### config.mk
export PLATFORM = sky130hd
export DESIGN_NAME = pacc_top
export DESIGN_NICKNAME = d
export VERILOG_FILES = /design/src/logic/pacc_chan.v /design/src/logic/pacc_top.v
export VERILOG_INCLUDE_DIRS = /design/src /design/src/common
export SDC_FILE = /design/constraint.sdc
export NUM_CORES = 1
export LEC_CHECK = 0
export ABC_AREA = 1
export BUFFER_PORTS_ARGS = -buffer_cell sky130_fd_sc_hd__buf_2
export CAP_MARGIN = 20
export CORE_AREA = 4 4 152 154
export DETAILED_ROUTE_END_ITERATION = 10
export DIE_AREA = 0 0 156 158
export PLACE_DENSITY = 0.65
export SLEW_MARGIN = 40
export SYNTH_ARGS = -nofsm -noshare
export SYNTH_HDL_FRONTEND = slang
export SYNTH_SLANG_ARGS = --single-unit
export TNS_END_PERCENT = 20
### constraint.sdc
create_clock -name CLOCK -period 7.2 [get_ports CLOCK]
set_clock_uncertainty 0.1 [all_clocks]
set_input_delay 0.36 -clock CLOCK [delete_from_list [all_inputs] [get_ports CLOCK]]
set_output_delay 0.36 -clock CLOCK [all_outputs]
set_load 0.005 [all_outputs]
### src/common/pacc_regs.vh
`ifndef PACC_REGS_VH
`define PACC_REGS_VH

// register addresses
`define PACC_A_CTRL 8'h00
`define PACC_A_CMP 8'h01
`define PACC_A_START 8'h02
`define PACC_A_STATUS 8'h03
`define PACC_A_EVCTRL 8'h04
`define PACC_A_CHCTRL 6'h02
`define PACC_A_CHRES 6'h03

// global control fields
`define PACC_CTRL_EN 0
`define PACC_CTRL_SIGNED 1
`define PACC_CTRL_RES8 2
`define PACC_CTRL_PRE_LO 4
`define PACC_CTRL_PRE_HI 6
`define PACC_CTRL_SRC_LO 8
`define PACC_CTRL_SRC_HI 11
`define PACC_CTRL_MASK 16'h0F77

// per-channel control fields
`define PACC_CH_MODE_LO 0
`define PACC_CH_MODE_HI 1
`define PACC_CH_GAIN_LO 2
`define PACC_CH_GAIN_HI 4
`define PACC_CH_INT_LO 5
`define PACC_CH_INT_HI 6
`define PACC_CH_POS_LO 8
`define PACC_CH_POS_HI 11
`define PACC_CH_NEG_LO 12
`define PACC_CH_NEG_HI 13
`define PACC_CH_MASK 16'h3F7F

// input modes
`define PACC_MODE_INTERNAL 2'h0
`define PACC_MODE_SINGLE 2'h1
`define PACC_MODE_DIFF 2'h2
`define PACC_MODE_DIFFGAIN 2'h3

// flag conditions
`define PACC_INT_COMPLETE 2'h0
`define PACC_INT_BELOW 2'h1
`define PACC_INT_ABOVE 2'h2

// gain codes: 1x 2x 4x 8x 16x 32x 64x then half
`define PACC_GAIN_1X 3'h0
`define PACC_GAIN_HALF 3'h7

// internal sources on the positive select
`define PACC_INT_TEMP 4'h0
`define PACC_INT_BANDGAP 4'h1
`define PACC_INT_SUPPLY10 4'h2
`define PACC_INT_DAC 4'h3

// negative input source
`define PACC_NEG_PIN 2'h0
`define PACC_NEG_GND 2'h1
`define PACC_NEG_HALFREF 2'h2

// pipeline latency in converter ticks, sample cycle included
`define PACC_LAT12 3'h7
`define PACC_LAT8 3'h5
`define PACC_PRE_BASE 10'h004

`endif

### src/logic/pacc_chan.v
`timescale 1ns/1ps
`include "pacc_regs.vh"

module pacc_chan (
	input wire clk, // system clock
	input wire rst, // synchronous reset, high
	input wire ctrl_we, // write of this channel's control
	input wire [15:0] wdata, // write data
	input wire flag_clr, // software clears the flag
	input wire done, // this channel's conversion completes
	input wire [11:0] raw, // converter output at completion
	input wire res8, // 8-bit result
	input wire signed_mode, // signed results
	input wire [11:0] cmp, // shared threshold
	output reg [15:0] ctrl, // channel control
	output reg [15:0] result, // channel result
	output reg flag, // sticky channel flag
	output reg event_pulse, // event on flagged completion
	output reg dma_pulse // dma trigger per completion
);
	wire [1:0] int_mode = ctrl[`PACC_CH_INT_HI:`PACC_CH_INT_LO];
	wire above = signed_mode ? ($signed(raw) > $signed(cmp)) : (raw > cmp);
	wire below = signed_mode ? ($signed(raw) < $signed(cmp)) : (raw < cmp);
	// in the below and above modes the threshold decides whether the flag rises; complete mode always sets it
	wire hit = (int_mode == `PACC_INT_COMPLETE) ||
		(int_mode == `PACC_INT_ABOVE && above) ||
		(int_mode == `PACC_INT_BELOW && below);
	reg [15:0] next_result;

	always @* begin
		case ({signed_mode, res8})
			2'b00: next_result = {4'h0, raw};
			2'b01: next_result = {8'h00, raw[11:4]};
			2'b10: next_result = {{4{raw[11]}}, raw};
			default: next_result = {{8{raw[11]}}, raw[11:4]};
		endcase
	end

	always @(posedge clk) begin
		if (rst) begin
			ctrl <= 16'h0000;
			result <= 16'h0000;
			flag <= 1'b0;
			event_pulse <= 1'b0;
			dma_pulse <= 1'b0;
		end else begin
			if (ctrl_we)
				ctrl <= wdata & `PACC_CH_MASK;
			// only this channel's completion touches its result
			if (done)
				result <= next_result;
			// set wins over a clear in the same cycle
			flag <= (flag & ~flag_clr) | (done & hit);
			event_pulse <= done & hit;
			dma_pulse <= done;
		end
	end
endmodule

### src/logic/pacc_top.v
`timescale 1ns/1ps
`include "pacc_regs.vh"

module pacc_top #(
	parameter NCH = 4, // conversion channels
	parameter PIPE_DEPTH = 7 // longest pipeline latency in ticks
) (
	input wire CLOCK, // 40 MHz system clock
	input wire RESET, // synchronous reset, high
	input wire [7:0] ADDR, // register address
	input wire [15:0] WDATA, // register write data
	input wire WR, // write strobe
	input wire RD, // read strobe
	output reg [15:0] RDATA, // read data, cycle after RD
	input wire [3:0] EVENT_START, // system event start per channel
	input wire [11:0] ADC_DATA, // converter output for completing slot
	output reg ADC_TICK, // converter clock enable pulse
	output reg SAMPLE, // converter samples the selected input
	output reg GAIN_SAMPLE, // gain stage samples and amplifies
	output reg GAIN_EN, // gain stage in the path
	output reg [2:0] GAIN_SEL, // gain code
	output reg POS_INTERNAL, // positive input is an internal source
	output reg [3:0] POS_SEL, // positive pin or internal source
	output reg [1:0] NEG_SRC, // negative source kind
	output reg [2:0] NEG_PIN, // negative pin number
	output wire SIGNED_MODE, // signed conversion mode
	output wire [3:0] SRC_ON, // internal source power enables
	output wire [3:0] CH_EVENT, // channel event pulses
	output wire [3:0] CH_IRQ, // channel interrupt requests
	output wire [3:0] CH_DMA // channel dma triggers
);
	reg [15:0] ctrl;
	reg [11:0] cmp;
	reg [3:0] ev_en;
	reg [3:0] pending;
	reg [9:0] pre_cnt;
	reg gain_busy;
	reg [1:0] gain_ch;
	reg pipe_vld [0:PIPE_DEPTH-1];
	reg [1:0] pipe_ch [0:PIPE_DEPTH-1];
	reg [3:0] next_pending;
	reg [1:0] pick;
	reg [15:0] pick_ctrl;
	reg [15:0] rd_mux;
	integer i;

	wire [16*NCH-1:0] ch_ctrl;
	wire [16*NCH-1:0] ch_res;
	wire [NCH-1:0] ch_flag;
	wire enabled = ctrl[`PACC_CTRL_EN];
	wire res8 = ctrl[`PACC_CTRL_RES8];
	wire [2:0] pre = ctrl[`PACC_CTRL_PRE_HI:`PACC_CTRL_PRE_LO];
	wire [9:0] pre_limit = (`PACC_PRE_BASE << pre) - 10'h001;
	wire tick = enabled && (pre_cnt == pre_limit);
	wire wr_ctrl = WR && ADDR == `PACC_A_CTRL;
	wire wr_start = WR && ADDR == `PACC_A_START;
	wire wr_status = WR && ADDR == `PACC_A_STATUS;
	wire [2:0] ins_idx = res8 ? (`PACC_LAT8 - 3'h1) : (`PACC_LAT12 - 3'h1);
	wire done_now = tick && pipe_vld[0];
	wire can_take = tick && !gain_busy && pending != 4'h0;

	assign SIGNED_MODE = ctrl[`PACC_CTRL_SIGNED];
	assign SRC_ON = ctrl[`PACC_CTRL_SRC_HI:`PACC_CTRL_SRC_LO];
	assign CH_IRQ = ch_flag;

	// lowest pending channel wins; the scan of all four is combinational and settles in the same cycle
	always @* begin
		pick = 2'h0;
		for (i = NCH - 1; i >= 0; i = i - 1)
			if (pending[i])
				pick = i[1:0];
		pick_ctrl = ch_ctrl[16*pick +: 16];
	end

	// starts from software and from events, several at once
	always @* begin
		next_pending = pending;
		if (can_take)
			next_pending[pick] = 1'b0;
		if (wr_start)
			next_pending = next_pending | WDATA[3:0];
		next_pending = next_pending | (EVENT_START & ev_en);
		if (!enabled)
			next_pending = 4'h0;
	end

	always @(posedge CLOCK) begin
		if (RESET) begin
			ctrl <= 16'h0000;
			cmp <= 12'h000;
			ev_en <= 4'h0;
			pending <= 4'h0;
		end else begin
			if (wr_ctrl)
				ctrl <= WDATA & `PACC_CTRL_MASK;
			if (WR && ADDR == `PACC_A_CMP)
				cmp <= WDATA[11:0];
			if (WR && ADDR == `PACC_A_EVCTRL)
				ev_en <= WDATA[3:0];
			pending <= next_pending;
		end
	end

	// converter clock prescaler
	always @(posedge CLOCK) begin
		if (RESET) begin
			pre_cnt <= 10'h000;
			ADC_TICK <= 1'b0;
		end else begin
			ADC_TICK <= tick;
			if (!enabled || tick || wr_ctrl)
				pre_cnt <= 10'h000;
			else
				pre_cnt <= pre_cnt + 10'h001;
		end
	end

	// dispatch into the shared pipeline, one sample per tick
	always @(posedge CLOCK) begin
		if (RESET) begin
			gain_busy <= 1'b0;
			gain_ch <= 2'h0;
			SAMPLE <= 1'b0;
			GAIN_SAMPLE <= 1'b0;
			GAIN_EN <= 1'b0;
			GAIN_SEL <= `PACC_GAIN_1X;
			POS_INTERNAL <= 1'b0;
			POS_SEL <= 4'h0;
			NEG_SRC <= `PACC_NEG_GND;
			NEG_PIN <= 3'h0;
		end else begin
			SAMPLE <= 1'b0;
			GAIN_SAMPLE <= 1'b0;
			if (!enabled) begin
				gain_busy <= 1'b0;
			end else if (tick && gain_busy) begin
				// amplified value enters the converter one tick later
				SAMPLE <= 1'b1;
				gain_busy <= 1'b0;
			end else if (can_take) begin
				POS_SEL <= pick_ctrl[`PACC_CH_POS_HI:`PACC_CH_POS_LO];
				GAIN_SEL <= pick_ctrl[`PACC_CH_GAIN_HI:`PACC_CH_GAIN_LO];
				NEG_PIN <= 3'h0;
				POS_INTERNAL <= 1'b0;
				GAIN_EN <= 1'b0;
				case (pick_ctrl[`PACC_CH_MODE_HI:`PACC_CH_MODE_LO])
					`PACC_MODE_DIFF: begin
						NEG_SRC <= `PACC_NEG_PIN;
						NEG_PIN <= {1'b0, pick_ctrl[`PACC_CH_NEG_HI:`PACC_CH_NEG_LO]};
						SAMPLE <= 1'b1;
					end
					`PACC_MODE_DIFFGAIN: begin
						NEG_SRC <= `PACC_NEG_PIN;
						NEG_PIN <= {1'b1, pick_ctrl[`PACC_CH_NEG_HI:`PACC_CH_NEG_LO]};
						GAIN_EN <= 1'b1;
						GAIN_SAMPLE <= 1'b1;
						gain_busy <= 1'b1;
						gain_ch <= pick;
					end
					`PACC_MODE_SINGLE: begin
						NEG_SRC <= SIGNED_MODE ? `PACC_NEG_GND : `PACC_NEG_HALFREF;
						SAMPLE <= 1'b1;
					end
					default: begin
						POS_INTERNAL <= 1'b1;
						NEG_SRC <= SIGNED_MODE ? `PACC_NEG_GND : `PACC_NEG_HALFREF;
						SAMPLE <= 1'b1;
					end
				endcase
			end
		end
	end

	// latency tracker: a slot enters at index latency minus one and retires at 0
	always @(posedge CLOCK) begin
		if (RESET) begin
			for (i = 0; i < PIPE_DEPTH; i = i + 1) begin
				pipe_vld[i] <= 1'b0;
				pipe_ch[i] <= 2'h0;
			end
		end else if (!enabled) begin
			for (i = 0; i < PIPE_DEPTH; i = i + 1)
				pipe_vld[i] <= 1'b0;
		end else if (tick) begin
			for (i = 0; i < PIPE_DEPTH - 1; i = i + 1) begin
				pipe_vld[i] <= pipe_vld[i+1];
				pipe_ch[i] <= pipe_ch[i+1];
			end
			pipe_vld[PIPE_DEPTH-1] <= 1'b0;
			if (gain_busy) begin
				pipe_vld[ins_idx] <= 1'b1;
				pipe_ch[ins_idx] <= gain_ch;
			end else if (can_take &&
				pick_ctrl[`PACC_CH_MODE_HI:`PACC_CH_MODE_LO] != `PACC_MODE_DIFFGAIN) begin
				pipe_vld[ins_idx] <= 1'b1;
				pipe_ch[ins_idx] <= pick;
			end
		end
	end

	genvar g;
	generate
		for (g = 0; g < NCH; g = g + 1) begin : chan
			// a genvar cannot be part-selected, so the channel number gets a sized copy
			localparam [1:0] CH_NUM = g;
			pacc_chan u_chan (
				.clk(CLOCK),
				.rst(RESET),
				.ctrl_we(WR && ADDR == {`PACC_A_CHCTRL, CH_NUM}),
				.wdata(WDATA),
				.flag_clr(wr_status && WDATA[g]),
				.done(done_now && pipe_ch[0] == CH_NUM),
				.raw(ADC_DATA),
				.res8(res8),
				.signed_mode(SIGNED_MODE),
				.cmp(cmp),
				.ctrl(ch_ctrl[16*g +: 16]),
				.result(ch_res[16*g +: 16]),
				.flag(ch_flag[g]),
				.event_pulse(CH_EVENT[g]),
				.dma_pulse(CH_DMA[g])
			);
		end
	endgenerate

	always @* begin
		rd_mux = 16'h0000;
		case (ADDR)
			`PACC_A_CTRL: rd_mux = ctrl;
			`PACC_A_CMP: rd_mux = {4'h0, cmp};
			`PACC_A_START: rd_mux = {12'h000, pending};
			`PACC_A_STATUS: rd_mux = {12'h000, ch_flag};
			`PACC_A_EVCTRL: rd_mux = {12'h000, ev_en};
			default: begin
				if (ADDR[7:2] == `PACC_A_CHCTRL)
					rd_mux = ch_ctrl[16*ADDR[1:0] +: 16];
				else if (ADDR[7:2] == `PACC_A_CHRES)
					rd_mux = ch_res[16*ADDR[1:0] +: 16];
			end
		endcase
	end

	// read data stands only in the cycle after the strobe
	always @(posedge CLOCK) begin
		if (RESET)
			RDATA <= 16'h0000;
		else if (RD)
			RDATA <= rd_mux;
		else
			RDATA <= 16'h0000;
	end
endmodule

# After elaboration in Yosys (flattened, before gate mapping)
# Memory sizes are Yosys's and may differ from the RTL's.
# Index checks and enable logic that the tools add are counted.
[classes] add_sub_neg=2 magnitude_cmp=6 eq_ne=28 n_shift=4 muxes=68 n_bitwise=47 n_reduce_logical=63
[ops] operator="64-bit by 7-bit indexed part select with 16-bit output" count=2
[ops] operator="16-bit case mux with 5 select lines" count=1
[ops] operator="64-bit by 7-bit indexed part select with 14-bit output" count=1
[ops] operator="16-bit case mux with 3 select lines" count=1
[ops] operator="1-bit 2-to-1 mux" count=44
[ops] operator="8-bit by 4-bit equality test with 1-bit output (second input constant)" count=4
[ops] operator="1-bit logical AND" count=32
[ops] operator="16-bit 2-to-1 mux" count=2
[ops] operator="2-bit 2-to-1 mux" count=15
[ops] operator="1-bit bitwise OR" count=26
[ops] operator="12-bit greater-than comparator" count=2
[ops] operator="12-bit less-than comparator" count=2
[ops] operator="2-bit equality test (second input constant)" count=9
[ops] operator="8-bit by 2-bit equality test with 1-bit output (second input constant)" count=2
[ops] operator="2-bit by 1-bit equality test with 1-bit output (second input constant)" count=7
[ops] operator="6-bit by 2-bit equality test with 1-bit output (second input constant)" count=2
[ops] operator="2-bit zero test" count=6
[ops] operator="10-bit by 1-bit adder with 10-bit output (second input constant)" count=1
[ops] operator="10-bit equality test" count=1
[ops] operator="1-bit logical OR" count=10
[ops] operator="2-bit OR reduction" count=5
[ops] operator="3-bit by 3-bit left shift with 10-bit output (first input constant)" count=1
[ops] operator="10-bit by 1-bit subtractor with 10-bit output (second input constant)" count=1
[ops] operator="1-bit bitwise AND" count=8
[ops] operator="other kinds (21)" count=33
[totals] reg_bits=204 ram_bits=21 mem_count=2
[mem_list] name="pipe_ch" depth=7 word_bits=2 rd=7 rd_ports_with_merged_regs=0 wr=7 line_no="pacc_top.v:40" rtl="reg [1:0] pipe_ch [0:PIPE_DEPTH-1];"
[mem_list] name="pipe_vld" depth=7 word_bits=1 rd=7 rd_ports_with_merged_regs=0 wr=8 line_no="pacc_top.v:39" rtl="reg pipe_vld [0:PIPE_DEPTH-1];"

# Logic depth before layout (Yosys ltp)
# Gate-level depths: netlist of the first run.
[depth] depth_word=16 mapped_depth=15

# By module
# From an unflattened synthesis of the first run, not the netlist that was laid out.
[unflattened] hier_cells=1586 hier_area_um2=11398.4
[modules_own_cells] mod="pacc_chan" n_inst=4 cells_per_inst=209 area_per_inst_um2=1516.5 seq_area_each_um2=580.6
[modules_own_cells] mod="pacc_top" n_inst=1 cells_per_inst=750 area_per_inst_um2=5332.6 seq_area_each_um2=2112.0

# Least setup slack after synthesis of the first run
# Ideal clock, no wire load.
[synth_timing] kind="flip-flop to flip-flop" from="reg pre_cnt[0]" to="mem pipe_vld[4]" arrival_time_ps=2266 t_required_ps=6981 path_slack_ps=4716 stages_incl_launch_ff=13 n_path_buf=0 period_less_slack_ps=2484 cell_sequence="dfxtp_1 ha_1 inv_1 nor2_1 nand3_1 nor2_1 nand2_1 nor2_4 nand2_1 o21ai_0 o21ai_0 o21ai_0 nand2_1"
[synth_lines] item="from (decl)" line_no="pacc_top.v:36" rtl="reg [9:0] pre_cnt;"
[synth_lines] item="from (signal assigned)" line_no="pacc_top.v:114" rtl="pre_cnt <= pre_cnt + 10'h001;"
[synth_lines] item="to (decl)" line_no="pacc_top.v:39"

# Final worst setup path of the first run
[layout_timing] from="reg pre_cnt[0]" to="reg chan[1].u_chan.result[5]"
[layout_via] elab_chain_len=4
[layout_rtl] item="10-bit equality test" line_no="pacc_top.v:54" rtl="wire tick = enabled && (pre_cnt == pre_limit);"
[layout_rtl] item="1-bit logical AND" line_no="pacc_top.v:54"
[layout_rtl] item="1-bit logical AND" line_no="pacc_top.v:59" rtl="wire done_now = tick && pipe_vld[0];"
[layout_rtl] item="1-bit logical AND" line_no="pacc_top.v:212" rtl=".done(done_now && pipe_ch[0] == CH_NUM),"
[layout_rtl] item="to (signal assigned)" line_no="pacc_chan.v:51" rtl="result <= next_result;"
[layout_rtl] item="to (decl)" line_no="pacc_chan.v:16" rtl="output reg [15:0] result,"
# Every way passes these cells.
# A chain may end at the register's enable or synchronous reset.

==> metrics, run 1 <==
ys async rst share 0%; Setup Fix Bufs, Post-CTS 0; Synth Instances 1275; effective utilization at floorplan 44.4%; core area 0.0217 sq mm; aggregate global routing overflow 0; pre-CTS setup slack 4080 ps; critical path buffer and inverter count 2; final core occ 50.2%; Residual DRC 0; CP top delay family simple AND/OR/NAND/NOR gates; Final setup violation count 0; Worst EP arrival 3430 ps; CP Max Fanout 30; Seq/Total Area, Yosys 45.9%; GRT Overall Usage 22.9%; CP dominant cell by count nor2_1; unrepaired setup endpoints after global routing no; top-area cell type share of the netlist area 40.0%; Mapped Area 0.00962 sq mm; Buffers on Ports 91; Synth cell types 47; commonest non-fill, non-tap cell in the layout nand2_1; die width 156 um; vias 8835; share of post-route cells with drive strength above 1 13.3%; Leak 4.37 nW; Clock Sinks 211; Peak VDD IR 0.000128 V; Setup WS post-layout 4070 ps; syn_nets 1332; final setup TNS 0 ps; CTS Buffer Depth 3; drt first pass iters 6; pin count of the biggest net entering global routing 89; Seq cells post-synth 211; die area 0.0246 sq mm; drt total wl 28.5 mm; vias in the first global route 8335; commonest non-fill, non-tap cells in the layout nand2_1 (224), dfxtp_1 (192), o21ai_0 (138); Root Driver clkbuf_16; min Tclk post-route 3130 ps; number of diodes 0; PwrDens 229 mW/mm^2; Die H 158 um; cell type with the largest total area after synthesis dfxtp_1; final slew viol count 0; CTS tree done; critical path class reg2reg; Rows 54; Final Hold Fails 0; CTS clk-pin slew, worst paths 60 ps; post-DP HPWL 19.5 mm; Syn Area/Cell 7.54 sq um; status completed; nature of the critical path endpoint flop; initial antenna violation count 0; first-pass GRT wire length 45.1 mm; Fin Hold WS 25.6 ps; Final ANT Viol Nets 0; Avg WL per Cell 17.6 um; Clock H-tree levels 1; Synth Flop Type dfxtp_1; Area Growth Syn to Fin 13.3%; crit share post-route 43.5%; Post-synth EDFFs 19; Clock Latency Late Sink 520 ps; Worst Hold Class in2reg; vias per cell 5.45; cts hold-fix bufs 0; PostCTS Resize Cnt 0; Synth area leaders dfxtp_1 (40%), nand2_1 (8.8%), o21ai_0 (7.2%); fin nets 1382; required time of the critical path 7500 ps; worst-path cell chain ha_1 -> inv_1 -> nor2_1 -> nand3_1 -> nor2_1 -> nand2_1 -> nor2_4 -> nand4_4 -> inv_2 -> nand3_1 -> o21ai_0 -> nor2_1; GPL Wtd Cong 0.917; DR iter-0 viols 944; delay of the slowest critical-path stage 640 ps; MaxCap Viol Count 0; startpoint type of the worst setup path flop; IO Count 94; slew margin rel. 43.5%; Crit-path slowest cell nand3_1; yosys warns 0; fmax 0.319 GHz; Worst-Margin Slew 847 ps; CTS buffer count 24
## kinds of logic (layout without fill, tap and decap cells)
kind of cell	count (synthesis)	in the layout	share of synthesized area (%)
AOI/OAI and AO/OA	352	352	20.9
xor gates and xnor gates	3	3	0.273
adders and majority gates	13	13	1.69
buffers and inverters	221	288	9.77
DFF	211	211	45.9
muxes	1	1	0.104
and+or+nand+nor	474	474	21.4
## cell type report
cell class	count	area [sq um]
tap	280	350
multi-input combinational	843	4280
clock buffer	29	651
inverter	143	537
timing repair buffer	102	538
fill	2164	10800
sequential	211	4410
clock inverter	14	123
## power by group
part	internal [W]	switching, W	total [W]
clock network	0.000714	0.000491	0.00121
registers	0.00119	0.00000227	0.00119
logic	0.0000240	0.0000758	0.0000998
## through the flow
stage	instances	power, W	area, sq um
floorplan	1275	0.00127	9620
global placement	1579	0.00131	10100
detailed placement	1579	0.00131	10100
CTS	1622	0.00251	10900
global route	1622	0.00257	10900
finish	1622	0.00249	10900
## tightest hold or removal path: stages
cell,delay (ps)
buf_2,110
nor2_1,50
nor2_1,80
## synthesized netlist by cell type (all sizes together), types with 2 or more instances
| master | instances |
|---|---|
| a31oi | 6 |
| nor3 | 12 |
| a21oi | 137 |
| a211oi | 12 |
| a41oi | 9 |
| o221ai | 13 |
| o21ai | 140 |
| nor3b | 3 |
| o22ai | 8 |
| xor2 | 3 |
| clkbuf | 48 |
| edfxtp | 19 |
| inv | 140 |
| a22oi | 18 |
| nand2 | 229 |
| or2 | 5 |
| nor2 | 139 |
| ha | 13 |
| clkinv | 3 |
| o2bb2ai | 4 |
| nand3 | 69 |
| nand3b | 2 |
| dfxtp | 192 |
| nand4 | 14 |
| buf | 30 |
## worst paths after layout
check | to | slack [ps] | depth (start not counted) | start
min reg2reg | pre_cnt[0] | 350 | 1 | pre_cnt[0]
min | chan[1].u_chan.ctrl[12] | 30 | 3 | WDATA[12]
max reg2reg | chan[1].u_chan.result[5] | 4070 | 12 | pre_cnt[0]
max | chan[1].u_chan.result[5] | 4070 | 12 | pre_cnt[0]
## registers in the layout (all words and copies together) (netlist names), 7 cells and up
| name | count |
|---|---|
| chan.u_chan.result | 52 |
| ctrl | 10 |
| pipe_ch | 14 |
| chan.u_chan.ctrl | 52 |
| pre_cnt | 10 |
| RDATA | 15 |
| pipe_vld | 7 |
| cmp | 12 |
## routing by layer
layer	vias up	GRT usage, %	share of wire, %
met5	-	0	0
met4	0	6.38	2.4
met3	48	3.31	7.5
met2	350	36.4	45
met1	4076	32.7	45
li1	4361	-	-
No activity file was read; power rests on OpenSTA's default activity.
==> run 2, diff against run 1 <==
--- a/config.mk
+++ b/config.mk
@@ -12,7 +12,7 @@
 export CORE_AREA = 4 4 152 154
 export DETAILED_ROUTE_END_ITERATION = 10
 export DIE_AREA = 0 0 156 158
-export PLACE_DENSITY = 0.65
+export PLACE_DENSITY = 0.67
 export SLEW_MARGIN = 40
 export SYNTH_ARGS = -nofsm -noshare
 export SYNTH_HDL_FRONTEND = slang
==> constraint.sdc (replaced) <==
create_clock -name CLOCK -period 2.6 [get_ports CLOCK]
set_clock_uncertainty 0.1 [all_clocks]
set_input_delay 0.13 -clock CLOCK [delete_from_list [all_inputs] [get_ports CLOCK]]
set_output_delay 0.13 -clock CLOCK [all_outputs]
set_load 0.005 [all_outputs]
==> metrics, run 2 (same netlist as run 1, synthesis figures left out) <==
DR iter-0 viols 861; drt first pass iters 5; Leak 4.67 nW; Residual DRC 0; Avg WL per Cell 17.0 um; min Tclk post-route 2390 ps; effective utilization at floorplan 44.4%; startpoint type of the worst setup path flop; CTS tree done; unrepaired setup endpoints after global routing no; share of post-route cells with drive strength above 1 14.7%; pin count of the biggest net entering global routing 40; fin nets 1444; pre-CTS setup slack 279 ps; CTS buffer count 23; nature of the critical path endpoint flop; vias 8987; crit share post-route 92.1%; commonest non-fill, non-tap cell in the layout nand2_1; fmax 0.418 GHz; CTS Buffer Depth 3; Worst-Margin Slew 760 ps; die width 156 um; initial antenna violation count 0; Area Growth Syn to Fin 18.9%; Non-Filler Instances 1684; final slew viol count 0; Worst EP arrival 2680 ps; vias in the first global route 8192; post-DP HPWL 20.3 mm; Final setup violation count 0; number of diodes 0; GPL Wtd Cong 0.919; # placed instances 1614; RR Startpoint ctrl[6]; die area 0.0246 sq mm; Final ANT Viol Nets 0; commonest non-fill, non-tap cells in the layout nand2_1 (225), dfxtp_1 (192), o21ai_0 (138); reg2reg setup slack 210 ps; final setup TNS 0 ps; MaxCap Viol Count 0; PwrDens 614 mW/mm^2; IO Count 94; slew margin rel. 49.3%; Setup WS post-layout 205 ps; CTS clk-pin slew, worst paths 60 ps; min-delay src ADC_DATA[8]; Critical Path Start ctrl[6]; core area 0.0217 sq mm; Clock Sinks 211; Final Hold Fails 0; Die H 158 um; Peak VDD IR 0.000329 V; Root Driver clkbuf_16; CP Max Fanout 6; vias per cell 5.34; critical path class reg2reg; Worst Hold Class in2reg; Buffers on Ports 91; aggregate global routing overflow 0; drt total wl 28.6 mm; Clock Latency Late Sink 520 ps; Clock H-tree levels 1; GRT Overall Usage 22.5%; required time of the critical path 2890 ps; first-pass GRT wire length 44.6 mm; Rows 54; Setup Fix Bufs, Post-CTS 0; status completed; largest registers chan.u_chan.ctrl x52, chan.u_chan.result x52, RDATA x15
## run 2: worst max-delay path, cell delays in order (launching register included)
cell,delay [ps]
dfxtp_1,460
inv_2,100
nand2_1,100
nand2_1,60
nand2_1,50
nand2_1,50
nor2_2,270
nand4_4,210
o21ai_0,190
a31oi_1,100
dlygate4sd3_1,570
## run 2: final cells by class
cell class                 instances  area [sq um]
fill                            2123         10300
sequential                       211          4410
multi-input combinational        843          4270
timing repair buffer             165          1080
clock buffer                      35           671
inverter                         143           537
tap                              280           350
clock inverter                     7           116
## run 2: layer usage
layer  vias up  track usage [%]  routed length [um]  part of all wire (%)
met5         -                0                   0                     0
met4         0             6.75                 744                   2.6
met3        60             3.25                2190                   7.7
met2       338             35.3               12600                    44
met1      4106             32.3               13100                    46
li1       4483                -                   -                     -
## run 2: where the power goes
part           internal, W  total, W  switching, W  leakage, nW
combinational     0.000100  0.000315      0.000215         2.53
sequential         0.00329   0.00329    0.00000617         1.75
clock              0.00208   0.00341       0.00133        0.383
total              0.00546   0.00702       0.00155         4.67
## run 2: through the flow
step                total power (W)  hold WS (ps)  util, %  area [sq um]
floorplan                   0.00351           165        -          9620
global placement            0.00364           315     47.8         10400
detailed placement          0.00364           312     47.8         10400
CTS                         0.00707          1.04     52.7         11400
global route                0.00722          35.5     52.7         11400
finish                      0.00702          12.8     52.7         11400
## run 2: path summary, 6_finish.rpt
check                                  end  depth (start not counted)
setup / recovery                pending[3]                         10
hold / removal    chan[3].u_chan.result[4]                          5
setup reg to reg                pending[3]                         10
hold reg to reg                 pre_cnt[0]                          1
## run 2: timing repair
action / in CTS / in global routing
hold endpoints to repair: 93 / 0
hold buffers: 28 / 0
resized for setup: 0 / 0
==> run 3, diff against run 2 <==
--- a/config.mk
+++ b/config.mk
@@ -12,7 +12,7 @@
 export CORE_AREA = 4 4 152 154
 export DETAILED_ROUTE_END_ITERATION = 10
 export DIE_AREA = 0 0 156 158
-export PLACE_DENSITY = 0.67
+export PLACE_DENSITY = 0.64
 export SLEW_MARGIN = 40
 export SYNTH_ARGS = -nofsm -noshare
 export SYNTH_HDL_FRONTEND = slang
==> metrics, run 3 (same netlist as run 1, synthesis figures left out) <==
drt total wl 29.3 mm; slew margin rel. 49.9%; fin nets 1444; Die H 158 um; vias 9145; critical path class reg2reg; MaxCap Viol Count 0; Setup Fix Bufs, Post-CTS 0; drt first pass iters 6; CP dominant cell by count nand2_1; Clock H-tree levels 1; startpoint type of the worst setup path flop; RR Startpoint ctrl[6]; Avg WL per Cell 17.4 um; fmax 0.418 GHz; Leak 4.67 nW; status completed; vias in the first global route 8558; commonest non-fill, non-tap cells in the layout nand2_1 (225), dfxtp_1 (192), o21ai_0 (138); Root Driver clkbuf_16; CTS Buffer Depth 3; Fillers 2116; Crit-path slowest cell dlygate4sd3_1; CTS tree done; nature of the critical path endpoint flop; grt met3 use 3.50%; min Tclk post-route 2390 ps; worst-path cell chain inv_2 -> nand2_1 -> nand2_1 -> nand2_1 -> nand2_1 -> nor2_2 -> nand4_4 -> o21ai_0 -> a31oi_1 -> dlygate4sd3_1; share of post-route cells with drive strength above 1 14.7%; Final ANT Viol Nets 0; vias per cell 5.43; final slew viol count 0; aggregate global routing overflow 0; CTS buffer count 24; initial antenna violation count 0; Residual DRC 0; Fin Hold WS 27.3 ps; GRT Overall Usage 23.4%; post-DP HPWL 20.7 mm; met2 usage 37.5%; number of diodes 0; core area 0.0217 sq mm; DR iter-0 viols 730; PwrDens 606 mW/mm^2; unrepaired setup endpoints after global routing no; Worst Hold Class in2reg; die width 156 um; met1 global-route usage 33.1%; Multi-input gate area 0.00427 sq mm; Clock Sinks 211; Final Hold Fails 0; first-pass GRT wire length 46.2 mm; Setup WS post-layout 206 ps; Buffers on Ports 91; Worst EP arrival 2690 ps; CTS clk-pin slew, worst paths 60 ps; most used routing layer met2; Worst-Margin Slew 751 ps; effective utilization at floorplan 44.4%; crit share post-route 92.1%; Critical Path Start ctrl[6]; Register Area 0.00441 sq mm; min-delay src ADC_DATA[4]; Area Growth Syn to Fin 19.1%; largest registers chan.u_chan.ctrl x52, chan.u_chan.result x52, RDATA x15; delay of the slowest critical-path stage 560 ps; GPL Wtd Cong 0.879; pre-CTS setup slack 245 ps; Clock Latency Late Sink 520 ps; pin count of the biggest net entering global routing 47; die area 0.0246 sq mm; Rows 54; CP Max Fanout 6; IO Count 94; required time of the critical path 2900 ps; commonest non-fill, non-tap cell in the layout nand2_1; final setup TNS 0 ps; Peak VDD IR 0.000326 V; Final setup violation count 0
==> run 3: cell types whose count changed in the layout (fill, tap and decap cells not counted), moves of 2 or more <==
cell       delta
buf_12        +3
clkbuf_8      -3
clkbuf_16     +2
clkinv_1      +4
buf_4         -3
clkinv_2      +3
==> run 3: worst max-delay path, delay by kind of cell, from the launching register on <==
| kind | cells | cell delay, ps |
|---|---|---|
| compound gates | 2 | 280 |
| simple gates | 6 | 760 |
| flops | 1 | 450 |
| buf+inv | 2 | 660 |
==> run 3: timing repair <==
item                       4_1_cts  5_1_grt
hold endpoints to repair        98        0
resized for setup                0        0
hold buffers                    27        0
setup endpoints to repair        0        0
==> run 3: where the power goes <==
group	leakage, nW	internal, W	switching, W	total, W
clock network	0.384	0.00201	0.00132	0.00333
registers	1.75	0.00329	0.00000614	0.00329
logic	2.54	0.000102	0.000218	0.000320
==> run 3: worst paths after layout <==
kind	to	slack, ps	cells after the start
worst max-delay path	pending[1]	210	10
worst min-delay path	chan[3].u_chan.result[4]	30	3
worst max register to register	pending[1]	210	10
worst min register to register	pre_cnt[0]	360	1
==> run 3: through the flow <==
step / cells / instance area, sq um / power [W] / util [%]
after floorplan: 1275 / 9620 / 0.00351 / -
after CTS: 1685 / 11500 / 0.00699 / 52.8
final: 1685 / 11500 / 0.00694 / 52.8
after global routing: 1685 / 11500 / 0.00715 / 52.8
after global placement: 1614 / 10400 / 0.00365 / 48.0
after detailed placement: 1614 / 10400 / 0.00365 / 48.0
==> run 3: final cells by class <==
cell class / count / share of cell area [%]
clock inverters: 11 / 0.874
multi-input cells: 843 / 37.3
clock buffers: 33 / 5.90
well taps: 280 / 3.06
inverters: 143 / 4.69
flip-flops and latches: 211 / 38.5
repair buffers: 164 / 9.68
==> run 3: layer usage <==
layer | routed length [um] | vias to the layer above
li1 | - | 4477
met1 | 13300 | 4263
met2 | 13100 | 337
met3 | 2120 | 68
met4 | 796 | 0
met5 | 0 | -
